`src/hw/dtc_cfg.svh`:
```
/*
 * Register offsets, field positions, reset values and fixed limits for the
 * single-channel transfer core. Assumes inclusion by bare name only.
 */
`ifndef DTC_CFG_SVH
`define DTC_CFG_SVH

// ----------------------------------------
// Register offsets (word index on the port)
// ----------------------------------------
`define DTC_OFF_CTRL 3'h0
`define DTC_OFF_INT 3'h1
`define DTC_OFF_SRC 3'h2
`define DTC_OFF_DST 3'h3
`define DTC_OFF_CNT 3'h4
`define DTC_OFF_LIMH 3'h5
`define DTC_OFF_LIML 3'h6
`define DTC_OFF_WIN 3'h7

// ----------------------------------------
// Control register fields
// ----------------------------------------
`define DTC_CTL_EN 0
`define DTC_CTL_SIZE 1
`define DTC_CTL_TRM_LO 2
`define DTC_CTL_DAM_LO 4
`define DTC_CTL_SAM_LO 6
`define DTC_CTL_REQ 8
`define DTC_CTL_RELOAD 9
`define DTC_CTL_MASK 16'h03ff

// ----------------------------------------
// Interrupt control register fields
// ----------------------------------------
`define DTC_INT_HALF_WATERMARK_ENABLE 0
`define DTC_INT_OVR 3
`define DTC_INT_HALF 4
`define DTC_INT_DONE 5
`define DTC_INT_LOW 6
`define DTC_INT_HIGH 7
`define DTC_INT_SEL_LO 8
`define DTC_INT_BUFW 15
`define DTC_INT_WMASK 16'h7ff9

// ----------------------------------------
// Reset values and fixed figures
// ----------------------------------------
`define DTC_RST_WORD 16'h0000
`define DTC_RST_WINLO 11'h000
`define DTC_RST_WINHI 11'h000
`define DTC_RST_LIMH 16'hffff
`define DTC_SFR_TOP 16'h07ff

`endif

```
`src/hw/dtc_pkg.sv`:
```
/*
 * Types shared by the transfer core: mode encodings, sequencer states and
 * the packed carriers of the data-side bus and the register port. Assumes the _cfg header.
 */
package dtc_pkg;

    typedef enum logic [1:0] {
        DTC_AM_FIXED = 2'h0,
        DTC_AM_INC = 2'h1,
        DTC_AM_DEC = 2'h2,
        DTC_AM_PIA = 2'h3
    } dtc_amode_t;

    typedef enum logic [1:0] {
        DTC_TM_ONESHOT = 2'h0,
        DTC_TM_REP_ONESHOT = 2'h1,
        DTC_TM_CONT = 2'h2,
        DTC_TM_REP_CONT = 2'h3
    } dtc_tmode_t;

    typedef enum logic [1:0] {
        DTC_ST_IDLE,
        DTC_ST_READ,
        DTC_ST_WRITE,
        DTC_ST_CHECK
    } dtc_state_t;

    // One bus cycle issued to peripherals or RAM
    typedef struct packed {
        logic rd;
        logic wr;
        logic byte_en;
        logic [15:0] addr;
        logic [15:0] wdata;
    } dtc_mreq_t;

    // Register port request from the CPU side
    typedef struct packed {
        logic wr;
        logic rd;
        logic [2:0] addr;
        logic [15:0] wdata;
    } dtc_rreq_t;

endpackage

```
`src/hw/dtc_core.sv`:
```
/*
 * One channel of the memory transfer controller: registers, trigger
 * selection, read-then-write sequencing, address stepping and flags.
 * Assumes single-cycle data-side bus (read data in the cycle after rd),
 * triggers as one-cycle pulses synchronous to clk, and a CPU register port.
 */
`include "dtc_cfg.svh"
`timescale 1ns/1ps
`default_nettype none

module dtc_core
    import dtc_pkg::*;
(
    input wire logic clk,
    input wire logic rst_n,
    input wire dtc_rreq_t reg_req,
    output logic [15:0] reg_rdata,
    input wire logic [127:0] hw_trig,
    output dtc_mreq_t mem_req,
    input wire logic [15:0] mem_rdata,
    output logic irq
);

    // ----------------------------------------
    // Helpers
    // ----------------------------------------
    function automatic logic [15:0] step_addr(input logic [15:0] a, input logic [1:0] m,
                                              input logic byte_sz);
        logic [15:0] d;
        d = byte_sz ? 16'h0001 : 16'h0002;
        case (m)
            DTC_AM_INC: step_addr = a + d;
            DTC_AM_DEC: step_addr = a - d;
            default: step_addr = a;
        endcase
        if (!byte_sz)
            step_addr[0] = 1'b0;
    endfunction

    function automatic logic [15:0] align(input logic [15:0] a, input logic byte_sz);
        align = byte_sz ? a : {a[15:1], 1'b0};
    endfunction

    // ----------------------------------------
    // State
    // ----------------------------------------
    dtc_state_t state_r;
    logic [15:0] ctrl_r, intc_r, src_r, dst_r, cnt_r, limh_r, liml_r;
    logic [15:0] src0_r, dst0_r, cnt0_r, half_r, buf_r;
    logic [10:0] winlo_r, winhi_r;
    logic [15:0] reg_rdata_r;
    logic trig_q_r;
    logic irq_r;

    // ----------------------------------------
    // Decode
    // ----------------------------------------
    wire logic ch_en = ctrl_r[`DTC_CTL_EN];
    wire logic byte_sz = ctrl_r[`DTC_CTL_SIZE];
    wire logic [1:0] tmode = ctrl_r[`DTC_CTL_TRM_LO +: 2];
    wire logic [1:0] dmode = ctrl_r[`DTC_CTL_DAM_LO +: 2];
    wire logic [1:0] smode = ctrl_r[`DTC_CTL_SAM_LO +: 2];
    wire logic req_bit = ctrl_r[`DTC_CTL_REQ];
    wire logic reload_bit = ctrl_r[`DTC_CTL_RELOAD];
    wire logic repeated = tmode[0];
    wire logic continuous = tmode[1];
    wire logic [6:0] trig_sel = intc_r[`DTC_INT_SEL_LO +: 7];
    wire logic sel_trig = hw_trig[trig_sel];
    wire logic busy = (state_r != DTC_ST_IDLE);

    wire logic wr_ctrl = reg_req.wr && reg_req.addr == `DTC_OFF_CTRL;
    wire logic wr_int = reg_req.wr && reg_req.addr == `DTC_OFF_INT;
    wire logic wr_src = reg_req.wr && reg_req.addr == `DTC_OFF_SRC;
    wire logic wr_dst = reg_req.wr && reg_req.addr == `DTC_OFF_DST;
    wire logic wr_cnt = reg_req.wr && reg_req.addr == `DTC_OFF_CNT;

    wire logic [15:0] rd_addr = align(src_r, byte_sz);
    wire logic [15:0] wr_addr = align(dst_r, byte_sz);
    // Excluded window compared on the 11-bit space only
    wire logic in_window = (wr_addr[15:11] == 5'h00) &&
                           (wr_addr[10:0] >= winlo_r) &&
                           (wr_addr[10:0] <= winhi_r);

    // Byte lane pick for read data and placement for write data
    wire logic [7:0] rd_byte = rd_addr[0] ? mem_rdata[15:8] : mem_rdata[7:0];
    wire logic [15:0] rd_val = byte_sz ? {8'h00, rd_byte} : mem_rdata;
    wire logic [15:0] wr_val = (byte_sz && wr_addr[0]) ? {buf_r[7:0], 8'h00} : buf_r;

    // Checks after access, on the addresses just used
    wire logic hi_viol = (rd_addr > limh_r) || (wr_addr > limh_r);
    wire logic lo_viol = ((rd_addr < liml_r) && (rd_addr > `DTC_SFR_TOP)) ||
                         ((wr_addr < liml_r) && (wr_addr > `DTC_SFR_TOP));

    wire logic [15:0] cnt_dec = cnt_r - 16'h0001;
    // Step and checks happen in CHECK, after the write used the unstepped destination
    wire logic reach_zero = (state_r == DTC_ST_CHECK) && (cnt_dec == 16'h0000);
    wire logic reach_half = (state_r == DTC_ST_CHECK) && (cnt_dec == half_r) &&
                            (half_r != 16'h0000);
    wire logic start_ok = ch_en && !busy && (req_bit || trig_q_r);
    wire logic overrun_ev = sel_trig && busy;
    wire logic more = continuous && !reach_zero && !hi_viol && !lo_viol;

    // ----------------------------------------
    // Sequencer
    // ----------------------------------------
    dtc_state_t state_nxt;
    always_comb begin
        state_nxt = state_r;
        case (state_r)
            DTC_ST_IDLE: if (start_ok) state_nxt = DTC_ST_READ;
            DTC_ST_READ: state_nxt = DTC_ST_WRITE;
            DTC_ST_WRITE: state_nxt = DTC_ST_CHECK;
            DTC_ST_CHECK: state_nxt = DTC_ST_IDLE;
            default: state_nxt = DTC_ST_IDLE;
        endcase
    end

    always_ff @(posedge clk or negedge rst_n) begin
        if (!rst_n)
            state_r <= DTC_ST_IDLE;
        else
            state_r <= state_nxt;
    end

    // Trigger latch: a trigger seen while busy is still served afterwards
    always_ff @(posedge clk or negedge rst_n) begin
        if (!rst_n)
            trig_q_r <= 1'b0;
        else if (sel_trig && ch_en)
            trig_q_r <= 1'b1;
        else if (!ch_en || (state_r == DTC_ST_IDLE && start_ok))
            trig_q_r <= 1'b0;
    end

    // ----------------------------------------
    // Holding buffer
    // ----------------------------------------
    always_ff @(posedge clk or negedge rst_n) begin
        if (!rst_n)
            buf_r <= `DTC_RST_WORD;
        else if (state_r == DTC_ST_WRITE)
            buf_r <= rd_val;
    end

    // Data-side bus: read issued in READ, data captured at WRITE edge
    wire logic issue_rd = (state_r == DTC_ST_READ);
    wire logic issue_wr = (state_r == DTC_ST_CHECK) && !in_window;
    assign mem_req.rd = issue_rd;
    assign mem_req.wr = issue_wr;
    assign mem_req.byte_en = byte_sz;
    assign mem_req.addr = issue_rd ? rd_addr : wr_addr;
    assign mem_req.wdata = wr_val;

    // ----------------------------------------
    // Control register: enable, request, fields
    // ----------------------------------------
    wire logic end_stop = (state_r == DTC_ST_CHECK) &&
                          ((reach_zero && !repeated) || hi_viol || lo_viol);
    always_ff @(posedge clk or negedge rst_n) begin
        if (!rst_n) begin
            ctrl_r <= `DTC_RST_WORD;
        end else begin
            if (wr_ctrl)
                ctrl_r <= reg_req.wdata & `DTC_CTL_MASK;
            if (sel_trig && ch_en)
                ctrl_r[`DTC_CTL_REQ] <= 1'b1;
            else if (state_r == DTC_ST_CHECK && !more)
                ctrl_r[`DTC_CTL_REQ] <= 1'b0;
            if (end_stop)
                ctrl_r[`DTC_CTL_EN] <= 1'b0;
        end
    end

    // ----------------------------------------
    // Address and count registers
    // ----------------------------------------
    wire logic do_reload = reach_zero && (repeated || reload_bit);
    always_ff @(posedge clk or negedge rst_n) begin
        if (!rst_n) begin
            src_r <= `DTC_RST_WORD;
            dst_r <= `DTC_RST_WORD;
            cnt_r <= `DTC_RST_WORD;
            src0_r <= `DTC_RST_WORD;
            dst0_r <= `DTC_RST_WORD;
            cnt0_r <= `DTC_RST_WORD;
            half_r <= `DTC_RST_WORD;
        end else if (state_r == DTC_ST_CHECK) begin
            src_r <= do_reload ? src0_r : step_addr(src_r, smode, byte_sz);
            dst_r <= do_reload ? dst0_r : step_addr(dst_r, dmode, byte_sz);
            cnt_r <= do_reload ? cnt0_r : cnt_dec;
        end else begin
            if (wr_src) begin
                src_r <= reg_req.wdata;
                src0_r <= reg_req.wdata;
            end
            if (wr_dst) begin
                dst_r <= reg_req.wdata;
                dst0_r <= reg_req.wdata;
            end
            if (wr_cnt) begin
                cnt_r <= reg_req.wdata;
                cnt0_r <= reg_req.wdata;
                half_r <= {1'b0, reg_req.wdata[15:1]};
            end
        end
    end

    // ----------------------------------------
    // Limits and excluded window
    // ----------------------------------------
    always_ff @(posedge clk or negedge rst_n) begin
        if (!rst_n) begin
            limh_r <= `DTC_RST_LIMH;
            liml_r <= `DTC_RST_WORD;
            winlo_r <= `DTC_RST_WINLO;
            winhi_r <= `DTC_RST_WINHI;
        end else if (reg_req.wr) begin
            if (reg_req.addr == `DTC_OFF_LIMH)
                limh_r <= reg_req.wdata;
            if (reg_req.addr == `DTC_OFF_LIML)
                liml_r <= reg_req.wdata;
            if (reg_req.addr == `DTC_OFF_WIN) begin
                winlo_r <= {3'h0, reg_req.wdata[7:0]};
                winhi_r <= {3'h7, reg_req.wdata[15:8]};
            end
        end
    end

    // ----------------------------------------
    // Interrupt control and status
    // ----------------------------------------
    wire logic done_ev = reach_zero;
    wire logic half_ev = reach_half;
    wire logic hi_ev = (state_r == DTC_ST_CHECK) && hi_viol;
    wire logic lo_ev = (state_r == DTC_ST_CHECK) && lo_viol;
    wire logic [15:0] hw_set = ({15'h0, 1'b0} |
                               ({15'h0, done_ev} << `DTC_INT_DONE) |
                               ({15'h0, half_ev} << `DTC_INT_HALF) |
                               ({15'h0, overrun_ev} << `DTC_INT_OVR) |
                               ({15'h0, hi_ev} << `DTC_INT_HIGH) |
                               ({15'h0, lo_ev} << `DTC_INT_LOW));
    wire logic buf_full_set = (state_r == DTC_ST_WRITE);
    wire logic buf_full_clr = (state_r == DTC_ST_CHECK);
    wire logic [15:0] intc_wr = reg_req.wdata & `DTC_INT_WMASK;

    always_ff @(posedge clk or negedge rst_n) begin
        if (!rst_n) begin
            intc_r <= `DTC_RST_WORD;
        end else begin
            if (wr_int)
                intc_r <= intc_wr | hw_set;
            else
                intc_r <= intc_r | hw_set;
            if (buf_full_set)
                intc_r[`DTC_INT_BUFW] <= 1'b1;
            else if (buf_full_clr)
                intc_r[`DTC_INT_BUFW] <= 1'b0;
        end
    end

    // Interrupt pulses only on hardware events, never on writes
    wire logic irq_ev = done_ev || (half_ev && intc_r[`DTC_INT_HALF_WATERMARK_ENABLE]) ||
                        overrun_ev || hi_ev || lo_ev;
    always_ff @(posedge clk or negedge rst_n) begin
        if (!rst_n)
            irq_r <= 1'b0;
        else
            irq_r <= irq_ev;
    end
    assign irq = irq_r;

    // ----------------------------------------
    // Register read port
    // ----------------------------------------
    logic [15:0] rd_mux;
    always_comb begin
        case (reg_req.addr)
            `DTC_OFF_CTRL: rd_mux = ctrl_r;
            `DTC_OFF_INT: rd_mux = intc_r & 16'hfff9;
            `DTC_OFF_SRC: rd_mux = src_r;
            `DTC_OFF_DST: rd_mux = dst_r;
            `DTC_OFF_CNT: rd_mux = cnt_r;
            `DTC_OFF_LIMH: rd_mux = limh_r;
            `DTC_OFF_LIML: rd_mux = liml_r;
            default: rd_mux = {winhi_r[7:0], winlo_r[7:0]};
        endcase
    end
    always_ff @(posedge clk or negedge rst_n) begin
        if (!rst_n)
            reg_rdata_r <= `DTC_RST_WORD;
        else
            reg_rdata_r <= reg_req.rd ? rd_mux : `DTC_RST_WORD;
    end
    assign reg_rdata = reg_rdata_r;
endmodule // dtc_core

`default_nettype wire

```
`config.mk`:
```
export PLATFORM = sky130hd
export DESIGN_NAME = dtc_core
export DESIGN_NICKNAME = d
export VERILOG_FILES = /design/src/hw/dtc_pkg.sv /design/src/hw/dtc_core.sv
export VERILOG_INCLUDE_DIRS = /design/src /design/src/hw
export SDC_FILE = /design/constraint.sdc
export NUM_CORES = 1
export LEC_CHECK = 0
export BUFFER_PORTS_ARGS = -buffer_cell sky130_fd_sc_hd__buf_2
export CAP_MARGIN = 20
export CORE_MARGIN = 1.5
export CORE_UTILIZATION = 50
export CTS_BUF_LIST = sky130_fd_sc_hd__clkbuf_2 sky130_fd_sc_hd__clkbuf_4 sky130_fd_sc_hd__clkbuf_8
export CTS_CLUSTER_DIAMETER = 40
export DETAILED_ROUTE_END_ITERATION = 6
export MAX_ROUTING_LAYER = met4
export PLACE_DENSITY = 0.69
export SYNTH_ARGS = -nofsm -noshare
export SYNTH_HDL_FRONTEND = slang
export SYNTH_SLANG_ARGS = --single-unit
```
`constraint.sdc`:
```
create_clock -name clk -period 9 [get_ports clk]
set_input_delay 0.9 -clock clk [delete_from_list [all_inputs] [get_ports clk]]
set_output_delay 0.9 -clock clk [all_outputs]
set_load 0.01 [all_outputs]
```
* Word level (Yosys, flattened, before mapping)
Index checks and enable logic that the tools add are counted.
** Operators by class
- Add/sub/neg operators :: 5
- Multipliers :: 0
- Div/mod/pow operators :: 0
- $lt $le $gt $ge :: 9
- Equal/unequal tests :: 20
- Shift-type cells :: 0
- Muxes and demuxes :: 35
- Bitwise operators :: 7
- Reduce and logical (&&, ||, !) cells :: 70
** Operators by type and width (count)
- $mux 16 :: 14
- $pmux 16 s7 :: 1
- $pmux 16 s2 :: 2
- $add 16x2->16 :: 2
- $gt 16x11->1 const B :: 2
- $gt 16x16->1 :: 2
- $lt 16x16->1 :: 2
- $sub 16x2->16 :: 2
- $logic_and 1x1->1 :: 29
- $reduce_and 2->1 :: 10
- $eq 16x15->1 :: 1
- $logic_not 16->1 :: 1
- $or 16x8->16 :: 1
- $reduce_bool 16->1 :: 1
- $sub 16x1->16 const B :: 1
- $or 15x8->15 :: 1
- $eq 3x3->1 const B :: 4
- $mux 1 :: 12
- $reduce_bool 2->1 :: 6
- $ge 11x8->1 :: 1
- $le 11x11->1 :: 1
- $logic_or 1x1->1 :: 11
- $ne 5x3->1 const B :: 2
- $mux 9 :: 1
- 21 further kinds :: 36
** Word-level totals
- Bits in registers :: 222
- Latch bits :: 0
- Memory bits (writable) :: 0
- ROM bits :: 0
- Bits of input ports :: 167
- Output and inout port bits :: 52
- Word-level logic and storage cells :: 168
- Memories kept :: 0

* Longest topological paths before layout
- Word-level depth :: 12
- Mapped depth :: 14
- Gate-level depth less buffers :: 13

* Worst setup path after synthesis
OpenSTA, ideal clock, no wires.
- Path kind :: register -> output
- Start point :: register ctrl_r[1]
- End point :: output mem_req[33] (netlist name)
- Data arrival time :: 2612 ps
- Required time :: 8100 ps
- Setup slack :: 5488 ps
- Stages on the path, launching flop included :: 15
- Buffers on the path :: 3
- Cell sequence :: dfrtp_1 clkbuf_1 nand2_1 clkbuf_1 ha_1 nor2b_1 o21a_1 o21a_1 o21a_1 o21a_1 o21a_1 o211ai_1 a21oi_1 o21a_1 buf_4
** On the way
- Word-level cells in the longest chain between the ends :: 6
- Elaborated cells between the ends (all ways) :: 7
- Those cells by class :: order compare (2); mux (1); reduce/logical (4)
** Ends and longest elaborated chain
- start, declared :: line dtc_core.sv:48 : logic [15:0] ctrl_r, intc_r, src_r, dst_r, cnt_r, limh_r, liml_r;
- start signal, assigned :: line dtc_core.sv:161 : ctrl_r <= `DTC_RST_WORD;
- start signal, assigned :: line dtc_core.sv:164 : ctrl_r <= reg_req.wdata & `DTC_CTL_MASK;
- $mux 1 (*) :: line dtc_core.sv:41 : align = byte_sz ? a : {a[15:1], 1'b0};
- $ge 11x8->1 :: line dtc_core.sv:81 : (wr_addr[10:0] >= winlo_r) &&
- $logic_and 1x1->1 :: line dtc_core.sv:80 : wire logic in_window = (wr_addr[15:11] == 5'h00) &&
- $logic_and 1x1->1 (*) :: line dtc_core.sv:81
- $logic_not 1->1 (*) :: line dtc_core.sv:147 : wire logic issue_wr = (state_r == DTC_ST_CHECK) && !in_window;
- $logic_and 1x1->1 (*) :: line dtc_core.sv:147
- end, declared :: line dtc_core.sv:19 : output dtc_mreq_t mem_req,
Mark *: on every way between the ends. The rest lies on a longest branch, timed or not.

==> impl_metrics.ini <==
[run_status]
status = complete, no violations

[routing]
num_vias = 13000
drt-initial-drc-count = 1046
wl_mm = 48.8
drc_errors = 0
drtAntennaViolNets = 0
drtPass1Iterations = 6
routedWlPerCell_um = 23.1
viasPerCell = 6.15

[timing]
finalCritPeriodShare_pct = 48.6
rsz0062_at_grt = no
report.final.hold_viol_count = 0
max_freq_ghz = 0.229
slew_headroom_pct = 27.1
slew_violations = 0
period_needed_ps = 4380
worst-slew-pin-transition_ps = 1090
setup_violations = 0
setup_tns_ps = 0
fin_skew_ps = 26.5

[setup_path]
cp_max_fo = 21
rr_startpoint = ctrl_r[4]$_DFFE_PN0P_
critPathRequiredTime_ps = 8100
rr_worst_depth = 13
rrSetupSlack_ps = 5150
crit_path_end_kind = primary output
r2r-end = dst_r[12]$_DFFE_PN0P_
critPathLaunchType = register
critPathKind = reg2out
cp.arrival_ps = 3480

[floorplanning]
start_util_pct = 50.6
core-area_um2 = 29500
ioPinCount = 219
placementRows = 63
die_y_um = 176
die-area_um2 = 30900
die_x_um = 176

[logic_synthesis]
synth_cell_types = 68
synth_cells = 1502
ys_seq_area_share_pct = 34.5
synth-edff-count = 0
synth_warnings = 0
avgSynthCellArea_um2 = 9.93
synth_flop_cell = dfrtp_1
async_reset_ff_share_pct = 100
synth-seq-cells = 205
syn-num-nets = 1790
syn_area_um2 = 14900

[grt]
grt_pass1_wl_mm = 74.0
grt_max_degree = 81
grt_pass1_vias = 12800
grt_overflow = 0
antenna_found_initial = 3
track_usage_pct = 32.7

[clock_network]
cts_root_buf = clkbuf_8
cts.sinks = 205
cts_max_path_buffers = 3
cts_max_level = 2
cts_tree = done
path_clk_slew_ps = 60
cts.repair.resized = 0
clock_latency_ps = 560
cts.hold.buffers_added = 0
postCtsSetupRepairBufs = 0
cts_buffers = 39

[pwr]
p_clk_share_pct = 19.3
swShare_pct = 42.8
power-per-cell-area_nw_per_um2 = 325
power.switching_mw = 2.39
p_leak_nw = 7.79
cellInternalPower_mw = 3.19
power_frac_seq_pct = 33.2
ir_worst_vdd_mv = 0.113
p_comb_share_pct = 47.5

[layout]
multi_input_area_um2 = 9120
n_fill_cell = 2571
syn2layout_area_growth_pct = 15.3
area.sequential_um2 = 5150
nets = 1974
final_common_cell = buf_2
drive_gt1_share_pct = 31.0
final_cell_mix = buf_2, dfrtp_1, mux2_2, ha_1, nand2_1
fin_util_pct = 58.4

[placed_design]
place_congestion = 0.937
dp_hpwl_mm = 35.7
portBuffers = 218

[run]
drv_cap = 0

[hold_path]
holdCritPathClass = in2async
-- final cells by class --
type                            count  area share, %
Clock buffer                       58           4.24
Antenna cell                        3         0.0436
Sequential cell                   205           29.9
Inverter                           78           1.70
Clock inverter                     13           1.12
Multi-Input combinational cell   1129           53.0
Tap cell                          390           2.84
Timing Repair Buffer              233           7.12
-- critical path, stage by stage (launching register included) --
cell and delay [ps]:
dfrtp_1 640, nand2_1 590, ha_1 500, inv_1 50
o21ai_0 80, a21oi_1 150, nor2b_1 60, o2111ai_1 180
a21oi_1 90, o31ai_1 280, o21a_1 170, buf_2 120
-- how the worst max path moves through the flow --
stage	to	cells past startpoint	startpoint	slack, ps
final	mem_req[33]	11	ctrl_r[1]$_DFFE_PN0P_	4620
after detailed placement	dst_r[12]$_DFFE_PN0P_	13	ctrl_r[4]$_DFFE_PN0P_	5140
after CTS	mem_req[33]	11	ctrl_r[1]$_DFFE_PN0P_	4580
after floorplan	mem_req[33]	14	ctrl_r[1]$_DFFE_PN0P_	5490
after global routing	mem_req[33]	11	ctrl_r[1]$_DFFE_PN0P_	4400
after global placement	mem_req[33]	11	ctrl_r[1]$_DFFE_PN0P_	5200
-- routing by layer --
| layer | vias up | routed length [um] | global-route usage (%) |
|---|---|---|---|
| met5 | - | 0 | - |
| met4 | 0 | 2200 | 15.7 |
| met3 | 121 | 4470 | 6.95 |
| met2 | 676 | 22500 | 51.1 |
| met1 | 6259 | 19600 | 40.5 |
| li1 | 5914 | - | - |
-- sequential cells by signal (all words and copies together), names as in the netlist --
signal / cells
state_r: 2
dst0_r: 16
limh_r: 16
liml_r: 16
src_r: 16
trig_q_r: 1
cnt_r: 16
ctrl_r: 10
irq: 1
cnt0_r: 16
reg_rdata: 16
dst_r: 16
winlo_r: 8
intc_r: 14
src0_r: 16
winhi_r: 9
buf_r: 16
-- power groups by stage --
stage          clock (mW)  sequential (mW)  combinational [mW]
2_1_floorplan           0             1.54                2.02
5_1_grt              1.15             1.88                2.95
3_5_place_dp            0             1.85                2.60
3_3_place_gp            0             1.84                2.54
6_report             1.08             1.86                2.65
4_1_cts              1.09             1.84                2.62
-- metrics by stage --
| stage | hold slack, ps | area [um2] | total power [mW] | setup WS, ps | cells |
|---|---|---|---|---|---|
| after floorplan | 447 | 14900 | 3.57 | 5490 | 1502 |
| after global placement | 471 | 16300 | 4.38 | 5200 | 2034 |
| after detailed placement | 480 | 16300 | 4.45 | 5140 | 2034 |
| after CTS | 369 | 17200 | 5.55 | 4580 | 2105 |
| after global routing | 380 | 17200 | 5.98 | 4400 | 2108 |
| final | 342 | 17200 | 5.59 | 4620 | 2109 |
-- cells by family (layout without fill, tap and decap cells) --
group                      count (synthesis)  in the layout  synth area share, %
xor gates and xnor gates                  48             48                 2.82
other                                      0              3                    0
adders and majority gates                121            121                 10.2
muxes                                    223            223                 19.9
buffers and inverters                    168            382                 4.40
DFF                                      205            205                 34.5
and+or+nand+nor                          363            363                 11.9
AOI/OAI and AO/OA                        374            374                 16.2
-- synthesized netlist by cell type (33+ instances only) --
cell | n | area [um2]
dfrtp_1 | 189 | 4730
mux2_2 | 148 | 1670
ha_1 | 119 | 1490
nand2_1 | 112 | 420
o21ai_0 | 99 | 495
nor2_1 | 91 | 342
a21oi_1 | 79 | 395
inv_1 | 78 | 293
clkbuf_1 | 69 | 259
mux4_2 | 44 | 991
nor2b_1 | 39 | 244
a211oi_1 | 33 | 248
Note: power is estimated with default switching activity, not from simulation.
